`src/hw/msc_error_capture_defines.vh`:
```
// Constants for the error capture block: status word layout, error codes,
// access kinds and reset values.
// Assumes it is included by its bare name from the design file.
`ifndef MSC_ERROR_CAPTURE_DEFINES_VH
`define MSC_ERROR_CAPTURE_DEFINES_VH

// Status word field positions.
`define ESR_OVR_BIT        31
`define ESR_CODE_HI        27
`define ESR_CODE_LO        24
`define ESR_GRP_HI         23
`define ESR_GRP_LO         16
`define ESR_ID_HI          15
`define ESR_ID_LO          0

// Error codes written into the code field.
`define ERR_NONE           4'h0
`define ERR_SEL_RANGE      4'h1
`define ERR_REQ_PART_RANGE 4'h2
`define ERR_MON_CFG_ID     4'h3
`define ERR_REQ_GRP_RANGE  4'h4
`define ERR_MON_RANGE      4'h5
`define ERR_NARROW_RANGE   4'h6
`define ERR_UNEXP_INTERNAL 4'h7

// Kinds of configuration register access.
`define KIND_OTHER         2'h0
`define KIND_PART_CFG      2'h1
`define KIND_NARROW_MAP    2'h2
`define KIND_MON_CFG       2'h3

// Reset values and substitute identifiers.
`define ESR_RESET          32'h0000_0000
`define DEFAULT_PARTITION  16'h0000
`define DEFAULT_GROUP      8'h00

`endif

```
`src/hw/msc_error_capture.v`:
```
// Error detection and syndrome capture for a memory-system component.
// Assumes all inputs come from logic on clk_sys_in; the configuration
// access and request strobes are one-cycle pulses.
//
// Operation
// - Register access errors record a syndrome and raise the error interrupt.
// - Errors never stop a request or access from being serviced, except stores that hit code 1 or 5.
// - Code 1 for out-of-range partition selector on store; captures partition.
// - Code 2 for request partition out of range; captures partition and group.
// - Code 3 for monitor config write with bad partition or group.
// - Code 4 for request group out of range; captures partition and group.
// - Code 5 for monitor store with out-of-range monitor index.
// - Code 6 for bad narrowed value, clear map flag, or clear selector flag.
// - Code 7 when selector flag is set on map register access.
// - Codes 6 and 7 only arise when narrowing is present.
// - Codes 8 to 15 are never produced.
// - Bank chosen by access security bit or request security bit.
// - Out-of-range partition requests use the default partition.
// - Requests with only the group out of range use default group and skip monitoring.
// - Every error overwrites status; overwritten flag set if code was nonzero. A config error in the same cycle as a request error to its bank is lost.
// - Hardware never produces overwritten flag with code zero.
// - An erroneous configuration read may return any value.
// - Store with bad partition selector may be dropped.
// - Other partition write errors may leave selected settings unknown.
// - Store with bad monitor index may be dropped.
// - Other monitor write errors may leave selected monitor unknown.
// - Interrupt only while the bank's enable bit is set.
// - Status layout: flag 31, code 27:24, group 23:16, identifier 15:0.
// - Identifier fields not captured by the error type are written zero.
`include "msc_error_capture_defines.vh"

module msc_error_capture #(
    parameter [15:0] PARTID_MAX_S    = 16'h00ff,
    parameter [15:0] PARTID_MAX_NS   = 16'h00ff,
    parameter [7:0]  GROUP_MAX_S     = 8'h01,
    parameter [7:0]  GROUP_MAX_NS    = 8'h01,
    parameter [15:0] NARROW_MAX_S    = 16'h000f,
    parameter [15:0] NARROW_MAX_NS   = 16'h000f,
    parameter [15:0] MONITOR_MAX     = 16'h0007,
    parameter        NARROW_PRESENT  = 1
) (
    input  wire        clk_sys_in,
    input  wire        rst_in,
    // Configuration register access.
    input  wire        cfg_valid_in,
    input  wire        cfg_write_in,
    input  wire        cfg_ns_in,
    input  wire [1:0]  cfg_kind_in,
    input  wire [15:0] partition_selector_in,
    input  wire        selector_internal_in,
    input  wire [15:0] narrowed_partition_field_in,
    input  wire        map_internal_in,
    input  wire [15:0] monitor_index_field_in,
    input  wire [15:0] mon_cfg_partition_in,
    input  wire [7:0]  mon_cfg_group_in,
    input  wire [31:0] cfg_rdata_in,
    output reg         cfg_done_out,
    output reg         cfg_apply_out,
    output reg         cfg_error_out,
    output reg  [31:0] cfg_rdata_out,
    // Tagged requests.
    input  wire        req_valid_in,
    input  wire        request_security_bit_in,
    input  wire [15:0] request_partition_id_in,
    input  wire [7:0]  req_group_in,
    output reg         req_valid_out,
    output reg         req_ns_out,
    output reg  [15:0] req_partition_out,
    output reg  [7:0]  req_group_out,
    output reg         req_mon_exclude_out,
    // Software access to the banked status and control bits.
    input  wire        error_irq_enable_s_in,
    input  wire        error_irq_enable_ns_in,
    input  wire        esr_write_s_in,
    input  wire        esr_write_ns_in,
    input  wire [31:0] esr_wdata_in,
    output wire [31:0] error_status_register_s_out,
    output wire [31:0] error_status_register_ns_out,
    output wire        narrowing_present_out,
    output reg         error_irq_out
);

    // Range checks against the limits of the access's security space.
    wire [15:0] part_max_cfg   = cfg_ns_in ? PARTID_MAX_NS : PARTID_MAX_S;
    wire [7:0]  grp_max_cfg    = cfg_ns_in ? GROUP_MAX_NS : GROUP_MAX_S;
    wire [15:0] narrow_max_cfg = cfg_ns_in ? NARROW_MAX_NS : NARROW_MAX_S;
    wire [15:0] part_max_req   = request_security_bit_in ? PARTID_MAX_NS
                                                         : PARTID_MAX_S;
    wire [7:0]  grp_max_req    = request_security_bit_in ? GROUP_MAX_NS
                                                         : GROUP_MAX_S;
    wire        narrowing      = (NARROW_PRESENT != 0);

    wire sel_bad    = partition_selector_in > part_max_cfg;
    wire narrow_bad = narrowed_partition_field_in > narrow_max_cfg;
    wire mon_bad    = monitor_index_field_in > MONITOR_MAX;
    wire mcp_bad    = mon_cfg_partition_in > part_max_cfg;
    wire mcg_bad    = mon_cfg_group_in > grp_max_cfg;
    wire rq_p_bad   = request_partition_id_in > part_max_req;
    wire rq_g_bad   = req_group_in > grp_max_req;

    // Configuration error decode: one code per access at most.
    reg  [3:0]  cfg_code;
    reg  [7:0]  cfg_grp;
    reg  [15:0] cfg_id;
    reg         cfg_drop;

    always @* begin
        cfg_code = `ERR_NONE;
        cfg_grp  = `DEFAULT_GROUP;
        cfg_id   = 16'h0000;
        cfg_drop = 1'b0;
        if (cfg_valid_in) begin
            case (cfg_kind_in)
                `KIND_NARROW_MAP: begin
                    if (narrowing && selector_internal_in) begin
                        cfg_code = `ERR_UNEXP_INTERNAL;
                        cfg_id   = partition_selector_in;
                    end else if (cfg_write_in && sel_bad) begin
                        cfg_code = `ERR_SEL_RANGE;
                        cfg_id   = partition_selector_in;
                        cfg_drop = 1'b1;
                    end else if (narrowing && cfg_write_in &&
                                 (!map_internal_in || narrow_bad)) begin
                        cfg_code = `ERR_NARROW_RANGE;
                        cfg_id   = narrowed_partition_field_in;
                    end
                end
                `KIND_PART_CFG: begin
                    if (narrowing && !selector_internal_in) begin
                        cfg_code = `ERR_NARROW_RANGE;
                        cfg_id   = partition_selector_in;
                    end else if (cfg_write_in && sel_bad) begin
                        cfg_code = `ERR_SEL_RANGE;
                        cfg_id   = partition_selector_in;
                        cfg_drop = 1'b1;
                    end
                end
                `KIND_MON_CFG: begin
                    if (cfg_write_in && mon_bad) begin
                        cfg_code = `ERR_MON_RANGE;
                        cfg_id   = monitor_index_field_in;
                        cfg_drop = 1'b1;
                    end else if (cfg_write_in && (mcp_bad || mcg_bad)) begin
                        cfg_code = `ERR_MON_CFG_ID;
                        cfg_id   = mon_cfg_partition_in;
                        cfg_grp  = mon_cfg_group_in;
                    end
                end
                default: begin
                    cfg_code = `ERR_NONE;
                end
            endcase
        end
    end

    // Request error decode; partition range takes precedence over group.
    reg [3:0] req_code;

    always @* begin
        req_code = `ERR_NONE;
        if (req_valid_in) begin
            if (rq_p_bad) begin
                req_code = `ERR_REQ_PART_RANGE;
            end else if (rq_g_bad) begin
                req_code = `ERR_REQ_GRP_RANGE;
            end
        end
    end

    wire        cfg_err  = (cfg_code != `ERR_NONE);
    wire        req_err  = (req_code != `ERR_NONE);
    // Only three code bits are carried, so reserved codes cannot reach the
    // status word even if the decode above is extended later.
    wire [31:0] cfg_synd = {4'h0, 1'b0, cfg_code[2:0],
                            cfg_grp, cfg_id};
    wire [31:0] req_synd = {4'h0, 1'b0, req_code[2:0],
                            req_group_in,
                            request_partition_id_in};

    // Banked status registers, one bank for each security space. The next
    // value is exported so that the interrupt level moves on the same edge
    // as the status word and not one cycle behind it.
    wire [31:0] esr_s_r;
    wire [31:0] esr_ns_r;
    wire [31:0] esr_s_nxt;
    wire [31:0] esr_ns_nxt;

    wire cfg_hit_s  = cfg_err && !cfg_ns_in;
    wire cfg_hit_ns = cfg_err && cfg_ns_in;
    wire req_hit_s  = req_err && !request_security_bit_in;
    wire req_hit_ns = req_err && request_security_bit_in;

    msc_esr_bank #(
        .RESET_VALUE (`ESR_RESET)
    ) esr_bank_s_inst (
        .clk_sys_in  (clk_sys_in),
        .rst_in      (rst_in),
        .sw_write_in (esr_write_s_in),
        .sw_data_in  (esr_wdata_in),
        .cfg_hit_in  (cfg_hit_s),
        .cfg_synd_in (cfg_synd),
        .req_hit_in  (req_hit_s),
        .req_synd_in (req_synd),
        .esr_nxt_out (esr_s_nxt),
        .esr_out     (esr_s_r)
    );

    msc_esr_bank #(
        .RESET_VALUE (`ESR_RESET)
    ) esr_bank_ns_inst (
        .clk_sys_in  (clk_sys_in),
        .rst_in      (rst_in),
        .sw_write_in (esr_write_ns_in),
        .sw_data_in  (esr_wdata_in),
        .cfg_hit_in  (cfg_hit_ns),
        .cfg_synd_in (cfg_synd),
        .req_hit_in  (req_hit_ns),
        .req_synd_in (req_synd),
        .esr_nxt_out (esr_ns_nxt),
        .esr_out     (esr_ns_r)
    );

    wire irq_s   = error_irq_enable_s_in &&
                   (esr_s_nxt[`ESR_CODE_HI:`ESR_CODE_LO] != `ERR_NONE);
    wire irq_ns  = error_irq_enable_ns_in &&
                   (esr_ns_nxt[`ESR_CODE_HI:`ESR_CODE_LO] != `ERR_NONE);
    wire irq_nxt = irq_s || irq_ns;

    always @(posedge clk_sys_in or posedge rst_in) begin
        if (rst_in) begin
            error_irq_out <= 1'b0;
        end else begin
            // Level output: held while enabled and a code stands.
            error_irq_out <= irq_nxt;
        end
    end

    // Configuration answer. A write that hit a selector or monitor index range
    // error is dropped rather than steered elsewhere, which keeps other partitions
    // and monitors intact; other erroring writes still apply.
    always @(posedge clk_sys_in or posedge rst_in) begin
        if (rst_in) begin
            cfg_done_out  <= 1'b0;
            cfg_apply_out <= 1'b0;
            cfg_error_out <= 1'b0;
            cfg_rdata_out <= 32'h0000_0000;
        end else begin
            cfg_done_out  <= cfg_valid_in;
            cfg_apply_out <= cfg_valid_in && cfg_write_in &&
                             !cfg_drop;
            cfg_error_out <= cfg_err;
            if (cfg_valid_in && !cfg_write_in) begin
                // Erroring reads answer zero, never stale data.
                cfg_rdata_out <= cfg_err ? 32'h0000_0000
                                         : cfg_rdata_in;
            end
        end
    end

    // Requests always pass; bad identifiers are replaced by one set of defaults
    // shared by both security states.
    always @(posedge clk_sys_in or posedge rst_in) begin
        if (rst_in) begin
            req_valid_out       <= 1'b0;
            req_ns_out          <= 1'b0;
            req_partition_out   <= `DEFAULT_PARTITION;
            req_group_out       <= `DEFAULT_GROUP;
            req_mon_exclude_out <= 1'b0;
        end else begin
            req_valid_out <= req_valid_in;
            if (req_valid_in) begin
                req_ns_out <= request_security_bit_in;
                if (rq_p_bad) begin
                    req_partition_out <= `DEFAULT_PARTITION;
                    req_group_out     <= `DEFAULT_GROUP;
                end else begin
                    req_partition_out <= request_partition_id_in;
                    req_group_out     <= rq_g_bad ? `DEFAULT_GROUP
                                                  : req_group_in;
                end
                req_mon_exclude_out <= !rq_p_bad && rq_g_bad;
            end
        end
    end

    assign error_status_register_s_out  = esr_s_r;
    assign error_status_register_ns_out = esr_ns_r;
    assign narrowing_present_out        = narrowing;

endmodule // msc_error_capture

// One banked status word. A software write and hardware errors in the same
// cycle are taken in order: the write first, then the errors, so an error
// is never lost to a clear. Two errors in one cycle count as an overwrite.
module msc_esr_bank #(
    parameter [31:0] RESET_VALUE = `ESR_RESET
) (
    input  wire        clk_sys_in,
    input  wire        rst_in,
    input  wire        sw_write_in,
    input  wire [31:0] sw_data_in,
    input  wire        cfg_hit_in,
    input  wire [31:0] cfg_synd_in,
    input  wire        req_hit_in,
    input  wire [31:0] req_synd_in,
    output wire [31:0] esr_nxt_out,
    output reg  [31:0] esr_out
);

    reg [31:0] base;
    reg        had_code;
    reg [31:0] esr_nxt;

    always @* begin
        base     = sw_write_in ? {sw_data_in[31], 3'h0, sw_data_in[27:0]}
                               : esr_out;
        had_code = (base[`ESR_CODE_HI:`ESR_CODE_LO] != `ERR_NONE) ||
                   (cfg_hit_in && req_hit_in);
        esr_nxt  = base;
        if (req_hit_in) begin
            esr_nxt               = req_synd_in;
            esr_nxt[`ESR_OVR_BIT] = had_code;
        end else if (cfg_hit_in) begin
            esr_nxt               = cfg_synd_in;
            esr_nxt[`ESR_OVR_BIT] = had_code;
        end
    end

    assign esr_nxt_out = esr_nxt;

    always @(posedge clk_sys_in or posedge rst_in) begin
        if (rst_in) begin
            esr_out <= RESET_VALUE;
        end else begin
            esr_out <= esr_nxt;
        end
    end

endmodule // msc_esr_bank

```
`config.mk`:
```
export PLATFORM = sky130hd
export DESIGN_NAME = msc_error_capture
export DESIGN_NICKNAME = d
export VERILOG_FILES = /design/src/hw/msc_error_capture.v
export VERILOG_INCLUDE_DIRS = /design/src /design/src/hw
export SDC_FILE = /design/constraint.sdc
export NUM_CORES = 1
export LEC_CHECK = 0
export BUFFER_PORTS_ARGS = -buffer_cell sky130_fd_sc_hd__buf_2
export CORE_AREA = 2 2 117 119
export CTS_CLUSTER_DIAMETER = 80
export DETAILED_ROUTE_END_ITERATION = 6
export DIE_AREA = 0 0 119 121
export HOLD_SLACK_MARGIN = 0.02
export PLACE_DENSITY = 0.8
export SLEW_MARGIN = 20
export SYNTH_ARGS = -nofsm -noshare
export SYNTH_HDL_FRONTEND = slang
export SYNTH_SLANG_ARGS = --single-unit
```
`constraint.sdc`:
```
create_clock -name clk_sys_in -period 4.7 [get_ports clk_sys_in]
set_input_delay 0.705 -clock clk_sys_in [delete_from_list [all_inputs] [get_ports clk_sys_in]]
set_output_delay 0.705 -clock clk_sys_in [all_outputs]
set_load 0.02 [all_outputs]
```
==> results of run 1 <==
==> synth_stat cells, types with 4 or more instances <==
library cell,number,share of area
nand3_1,18,0.015
a22o_1,38,0.056
nor2b_1,21,0.022
mux2i_1,14,0.024
nor2_1,42,0.026
and2_1,5,0.0053
nand2b_1,5,0.0053
o22ai_1,22,0.023
buf_2,13,0.011
a222oi_1,10,0.017
buf_4,7,0.0088
o21ai_0,16,0.013
a22oi_1,33,0.042
clkbuf_1,24,0.015
a32o_1,4,0.0067
a31oi_1,10,0.011
inv_1,17,0.011
dfrtp_1,121,0.51
a21oi_1,21,0.018
nor3_1,27,0.023
a221o_1,11,0.018
nor4_2,4,0.0084
nor4_1,7,0.0074
nand2_1,53,0.033
==> per-layer routing <==
| metal | up-vias | global-route usage |
|---|---|---|
| met3 | 59 | 0.0827 |
| met5 | - | 0 |
| li1 | 2786 | - |
| met2 | 372 | 0.506 |
| met1 | 2910 | 0.367 |
| met4 | 2 | 0.146 |
==> state kept, by name, summed over array words and instances, names as in the netlist <==
name	count
esr_bank_s_inst.esr_out	29
cfg_error_out	1
esr_bank_ns_inst.esr_out	29
req_ns_out	1
req_valid_out	1
req_partition_out	16
req_mon_exclude_out	1
req_group_out	8
cfg_apply_out	1
error_irq_out	1
cfg_rdata_out	32
cfg_done_out	1
==> report_power, final <==
| part | internal (mW) | switching, mW |
|---|---|---|
| Combinational | 0.249 | 0.419 |
| Clock | 0.920 | 0.492 |
| Sequential | 1.15 | 0.0598 |
==> cells by family after synthesis <==
logic type,count (synthesis),synth area share
muxes,17,0.0292
AOI/OAI and AO/OA,188,0.239
other,2,0.00126
DFF,121,0.509
xor gates and xnor gates,1,0.00147
buffers and inverters,67,0.0519
and+or+nand+nor,200,0.169
==> final cells by class <==
type,count,area [sq um],share of cell area
Antenna cell,2,5.00,0.000611
Clock buffer,19,453,0.0553
Clock inverter,13,191,0.0234
Inverter,18,70.1,0.00856
Multi-Input combinational cell,413,2650,0.324
Sequential cell,121,3030,0.370
Tap cell,176,220,0.0269
Timing Repair Buffer,305,1570,0.192
==> critical path, delay by kind of cell <==
kind	cells	cell delay (ns)
buf+inv	1	0.11
compound gates	4	1.31
simple gates	3	1.50
==> worst max path at each step <==
stage          cells past startpoint  slack, ns                     start                    endpoint
5_1_grt                            8       1.31  mon_cfg_partition_in[14]  esr_bank_s_inst.esr_out[5]
6_report                           8       1.41  mon_cfg_partition_in[14]  esr_bank_s_inst.esr_out[5]
2_1_floorplan                      1       0.78                    rst_in               cfg_apply_out
4_1_cts                            8       1.49  mon_cfg_partition_in[14]  esr_bank_s_inst.esr_out[5]
3_3_place_gp                       8       1.18  mon_cfg_partition_in[14]  esr_bank_s_inst.esr_out[4]
3_5_place_dp                       8       1.17  mon_cfg_partition_in[14]  esr_bank_s_inst.esr_out[5]
==> impl_metrics.ini, run 1 <==
[synthesis]
seq_area_frac_synth = 0.509
async_reset_ff_frac = 1.00
synthCells = 596
synth_edf_count = 0
ys_warn_count = 0
synth_area_per_cell_sq_um = 9.99
synthFlopType = dfrtp_1
ys_seq_elements = 121
yosys.cell_types.count = 55
syn-cell-area_sq_um = 5950

[route]
drt-pass1-iter-count = 6
wl_met2_um = 10600
finalWirelength_um = 21800
wl_per_cell_um = 20.4
met3_length_um = 2010
top_layer = met5
via_per_inst = 5.74
wl_met1_um = 8370
ant_nets = 0
route.detailed.drc = 0
drt_iter0_drc = 505
vias = 6129

[setup_path]
critPathMaxStageDelay_ns = 0.73
reg2reg_from = esr_bank_s_inst.esr_out[27]
path_class = input port to flop
cp-end-kind = flop
path_cells = buf_2 > nor4_1 > nand4_1 > a211oi_4 > a31o_2 > and2_1 > a22o_1 > a211o_1
crit_required_ns = 5.05
rrSetupSlack_ns = 3.14
cp_max_fo = 16
r2r-end = error_irq_out
start_kind = input port
worst_path_max_delay_cell = and2_1
crit_arrival_ns = 3.64
r2r_cells = 4

[clock_tree]
cts_resized = 0
hold_buffers = 0
cts-root-buf = clkbuf_16
post-cts-setup-buffers = 0
cts_num_sinks = 121
clkLatencyLatePin_ns = 0.41
cts_tree = done
max-clock-path-buffers = 2
ctsHtreeMaxLevel = 4
clkTransAtPathRegs_ns = 0.06
cts_buffers = 17

[run_status]
status = finished, final reports clean

[floorplanning]
die_w_um = 119
ios = 303
fp.dieH_um = 121
num_rows = 42
die_area_sq_um = 14400
start_util = 0.455
coreArea_sq_um = 13100

[grt]
grt_pass1_wl_um = 33100
track_usage = 0.304
grt_pass1_vias = 6052
antenna_found_initial = 2
grt_overflow = 0
grt_start_max_net_pins = 65

[place]
placed_area_sq_um = 7540
post-place-cells = 1033
place_ws_ns = 1.17
gp_congestion = 0.920
io_buffer_count = 292
dp_hpwl_um = 15900

[final_layout]
fin_util = 0.626
areaGrowthSynthToFinish_pct = 37.6
fin_nets = 1051
final_common_cell = buf_2
drive_above_1_share = 0.404
fillers = 1120
fin_cells = 1067
final_cell_mix = buf_2 (292), dfrtp_1 (121), nand2_1 (52)
design_area_sq_um = 8190

[timing]
finalSetupViolCount = 0
whs_ns = 0.449
clock_skew_ns = 0.00273
layout_worst_path_cycle_share = 0.700
hold_viol = 0
max_freq_mhz = 304
maxSlewViolCount = 0
finalCriticalPeriod_ns = 3.29
slew-limit-headroom = 0.392
rsz0062_at_grt = false
setup_tns_ns = 0
worstMarginPinSlew_ns = 0.909
setup_slack_ns = 1.41

[pwr]
powerDensity_nw_per_um2 = 402
finalPower_mw = 3.29
vdd_drop_max_mv = 0.233
leakage_nw = 4.08

[flow_run]
maxCapViolCount = 0

[hold_path]
hp-class = input port to asynchronous set/reset pin
Note: power is estimated with default switching activity, not from simulation.
==> inputs of run 2 (changes only) <==
==> constraint.sdc (replaced) <==
create_clock -name clk_sys_in -period 3.41 [get_ports clk_sys_in]
set_input_delay 0.5115 -clock clk_sys_in [delete_from_list [all_inputs] [get_ports clk_sys_in]]
set_output_delay 0.5115 -clock clk_sys_in [all_outputs]
set_load 0.02 [all_outputs]
==> impl_metrics.ini, run 2 (same netlist as run 1, synthesis figures left out) <==
[grt]
grt_pass1_vias = 5892
grt_overflow = 0
track_usage = 0.299
grt_start_max_net_pins = 122
grt_pass1_wl_um = 32300
antenna_found_initial = 6

[timing]
clock_skew_ns = 0.00282
hold_viol = 0
finalSetupViolCount = 0
slew-limit-headroom = 0.456
maxSlewViolCount = 0
finalCriticalPeriod_ns = 2.74
worstMarginPinSlew_ns = 0.816
rsz0062_at_grt = false
layout_worst_path_cycle_share = 0.805
setup_tns_ns = 0
max_freq_mhz = 364

[hold_path]
hp-class = input port to asynchronous set/reset pin

[route]
drt-pass1-iter-count = 7
ant_nets = 0
wl_per_cell_um = 20.2
route.detailed.drc = 0
via_per_inst = 5.82
drt_iter0_drc = 609
vias = 6272
finalWirelength_um = 21700

[setup_path]
r2r-end = error_irq_out
reg2reg_from = esr_bank_ns_inst.esr_out[27]
r2r_cells = 5
cp_max_fo = 17
start_kind = input port
path_class = input port to flop
crit_path_start = mon_cfg_partition_in[14]
crit_required_ns = 3.71
cp-end-kind = flop
cp-endpoint = esr_bank_ns_inst.esr_out[4]
rrSetupSlack_ns = 1.85
crit_arrival_ns = 3.05

[floorplanning]
num_rows = 42
start_util = 0.455
ios = 303
coreArea_sq_um = 13100
die_area_sq_um = 14400
die_w_um = 119
fp.dieH_um = 121

[pwr]
power_frac_seq = 0.376
leakage_nw = 4.10
clockPowerShare = 0.417
swShare = 0.297
vdd_drop_max_mv = 0.362
combinationalPowerShare = 0.207
powerDensity_nw_per_um2 = 541
power.internal_mw = 3.12
p_sw_mw = 1.32

[final_layout]
fin_cells = 1077
final_cell_mix = buf_2 (292), dfrtp_1 (121), nand2_1 (53)
areaGrowthSynthToFinish_pct = 37.9
fillers = 1145
reg.largest.list = cfg_rdata_out: 32 flops, esr_bank_ns_inst.esr_out: 29 flops, esr_bank_s_inst.esr_out: 29 flops
regArea_sq_um = 3030
fin_nets = 1058
largest_register_ffs = 32
fin_util = 0.627
multi_input_area_sq_um = 2650
top_register = cfg_rdata_out
drive_above_1_share = 0.404
final_common_cell = buf_2

[clock_tree]
cts-root-buf = clkbuf_16
post-cts-setup-buffers = 0
cts_num_sinks = 121
hold_buffers = 0
cts_tree = done
max-clock-path-buffers = 2
ctsHtreeMaxLevel = 4
cts_buffers = 17
clkLatencyLatePin_ns = 0.42
clkTransAtPathRegs_ns = 0.06
cts_resized = 0

[place]
gp_congestion = 0.946
dp_hpwl_um = 16100
io_buffer_count = 292
post-place-cells = 1040

[flow_run]
maxCapViolCount = 0

[run_status]
status = finished, final reports clean
[run 2: cell types whose count changed in the layout (fill, tap and decap cells not counted), sizes merged]
cell,before,now
bufinv,4,3
buf,305,312
clkinvlp,3,2
clkbuf,19,22
diode,2,5
inv,19,17
clkinv,5,6
[run 2: how the worst min path moves through the flow]
stage	cells past startpoint	slack, ns	end
floorplan	0	0.54	cfg_done_out
global placement	2	0.47	esr_bank_s_inst.esr_out[1]
detailed placement	2	0.48	esr_bank_s_inst.esr_out[1]
CTS	3	0.29	esr_bank_s_inst.esr_out[15]
global route	2	0.30	cfg_rdata_out[14]
finish	3	0.27	cfg_rdata_out[13]
[run 2: worst max-delay path, cell delays in order]
cell	delay, ns
buf_2	0.11
nor4_1	0.43
nand4_1	0.24
a211oi_4	0.48
a31oi_2	0.16
or3_1	0.72
o22ai_1	0.30
nor3_1	0.09
[run 2: power by group through the flow]
| stage | Clock, mW | Sequential, mW | Combinational [mW] |
|---|---|---|---|
| 2_1_floorplan | 0 | 1.87 | 0.343 |
| 3_3_place_gp | 0 | 1.69 | 0.902 |
| 3_5_place_dp | 0 | 1.68 | 0.919 |
| 4_1_cts | 1.87 | 1.67 | 0.920 |
| 5_1_grt | 1.95 | 1.69 | 0.986 |
| 6_report | 1.85 | 1.67 | 0.920 |
[run 2: cell type report]
cell class / count / share of cell area
sequential: 121 / 0.369
tap: 176 / 0.0268
antenna: 5 / 0.00152
timing repair buffer: 312 / 0.198
inverter: 18 / 0.00869
multi-input combinational: 413 / 0.322
clock buffer: 22 / 0.0565
clock inverter: 10 / 0.0174
[run 2: metal layers]
| metal | GRT usage | wire (um) | vias up |
|---|---|---|---|
| li1 | - | - | 2803 |
| met1 | 0.354 | 8120 | 3008 |
| met2 | 0.492 | 10600 | 403 |
| met4 | 0.143 | 664 | 2 |
| met5 | 0 | 8 | - |
| met3 | 0.101 | 2360 | 56 |
[run 2: per-stage QoR]
stage               setup WS [ns]  hold slack, ns  power [mW]  instance area [sq um]
global placement            0.351           0.473        2.59                   7590
floorplan                   0.995           0.543        2.21                   5970
global route                0.523           0.297        4.62                   8200
finish                      0.666           0.267        4.44                   8210
CTS                         0.722           0.287        4.45                   8200
detailed placement          0.285           0.481        2.60                   7590
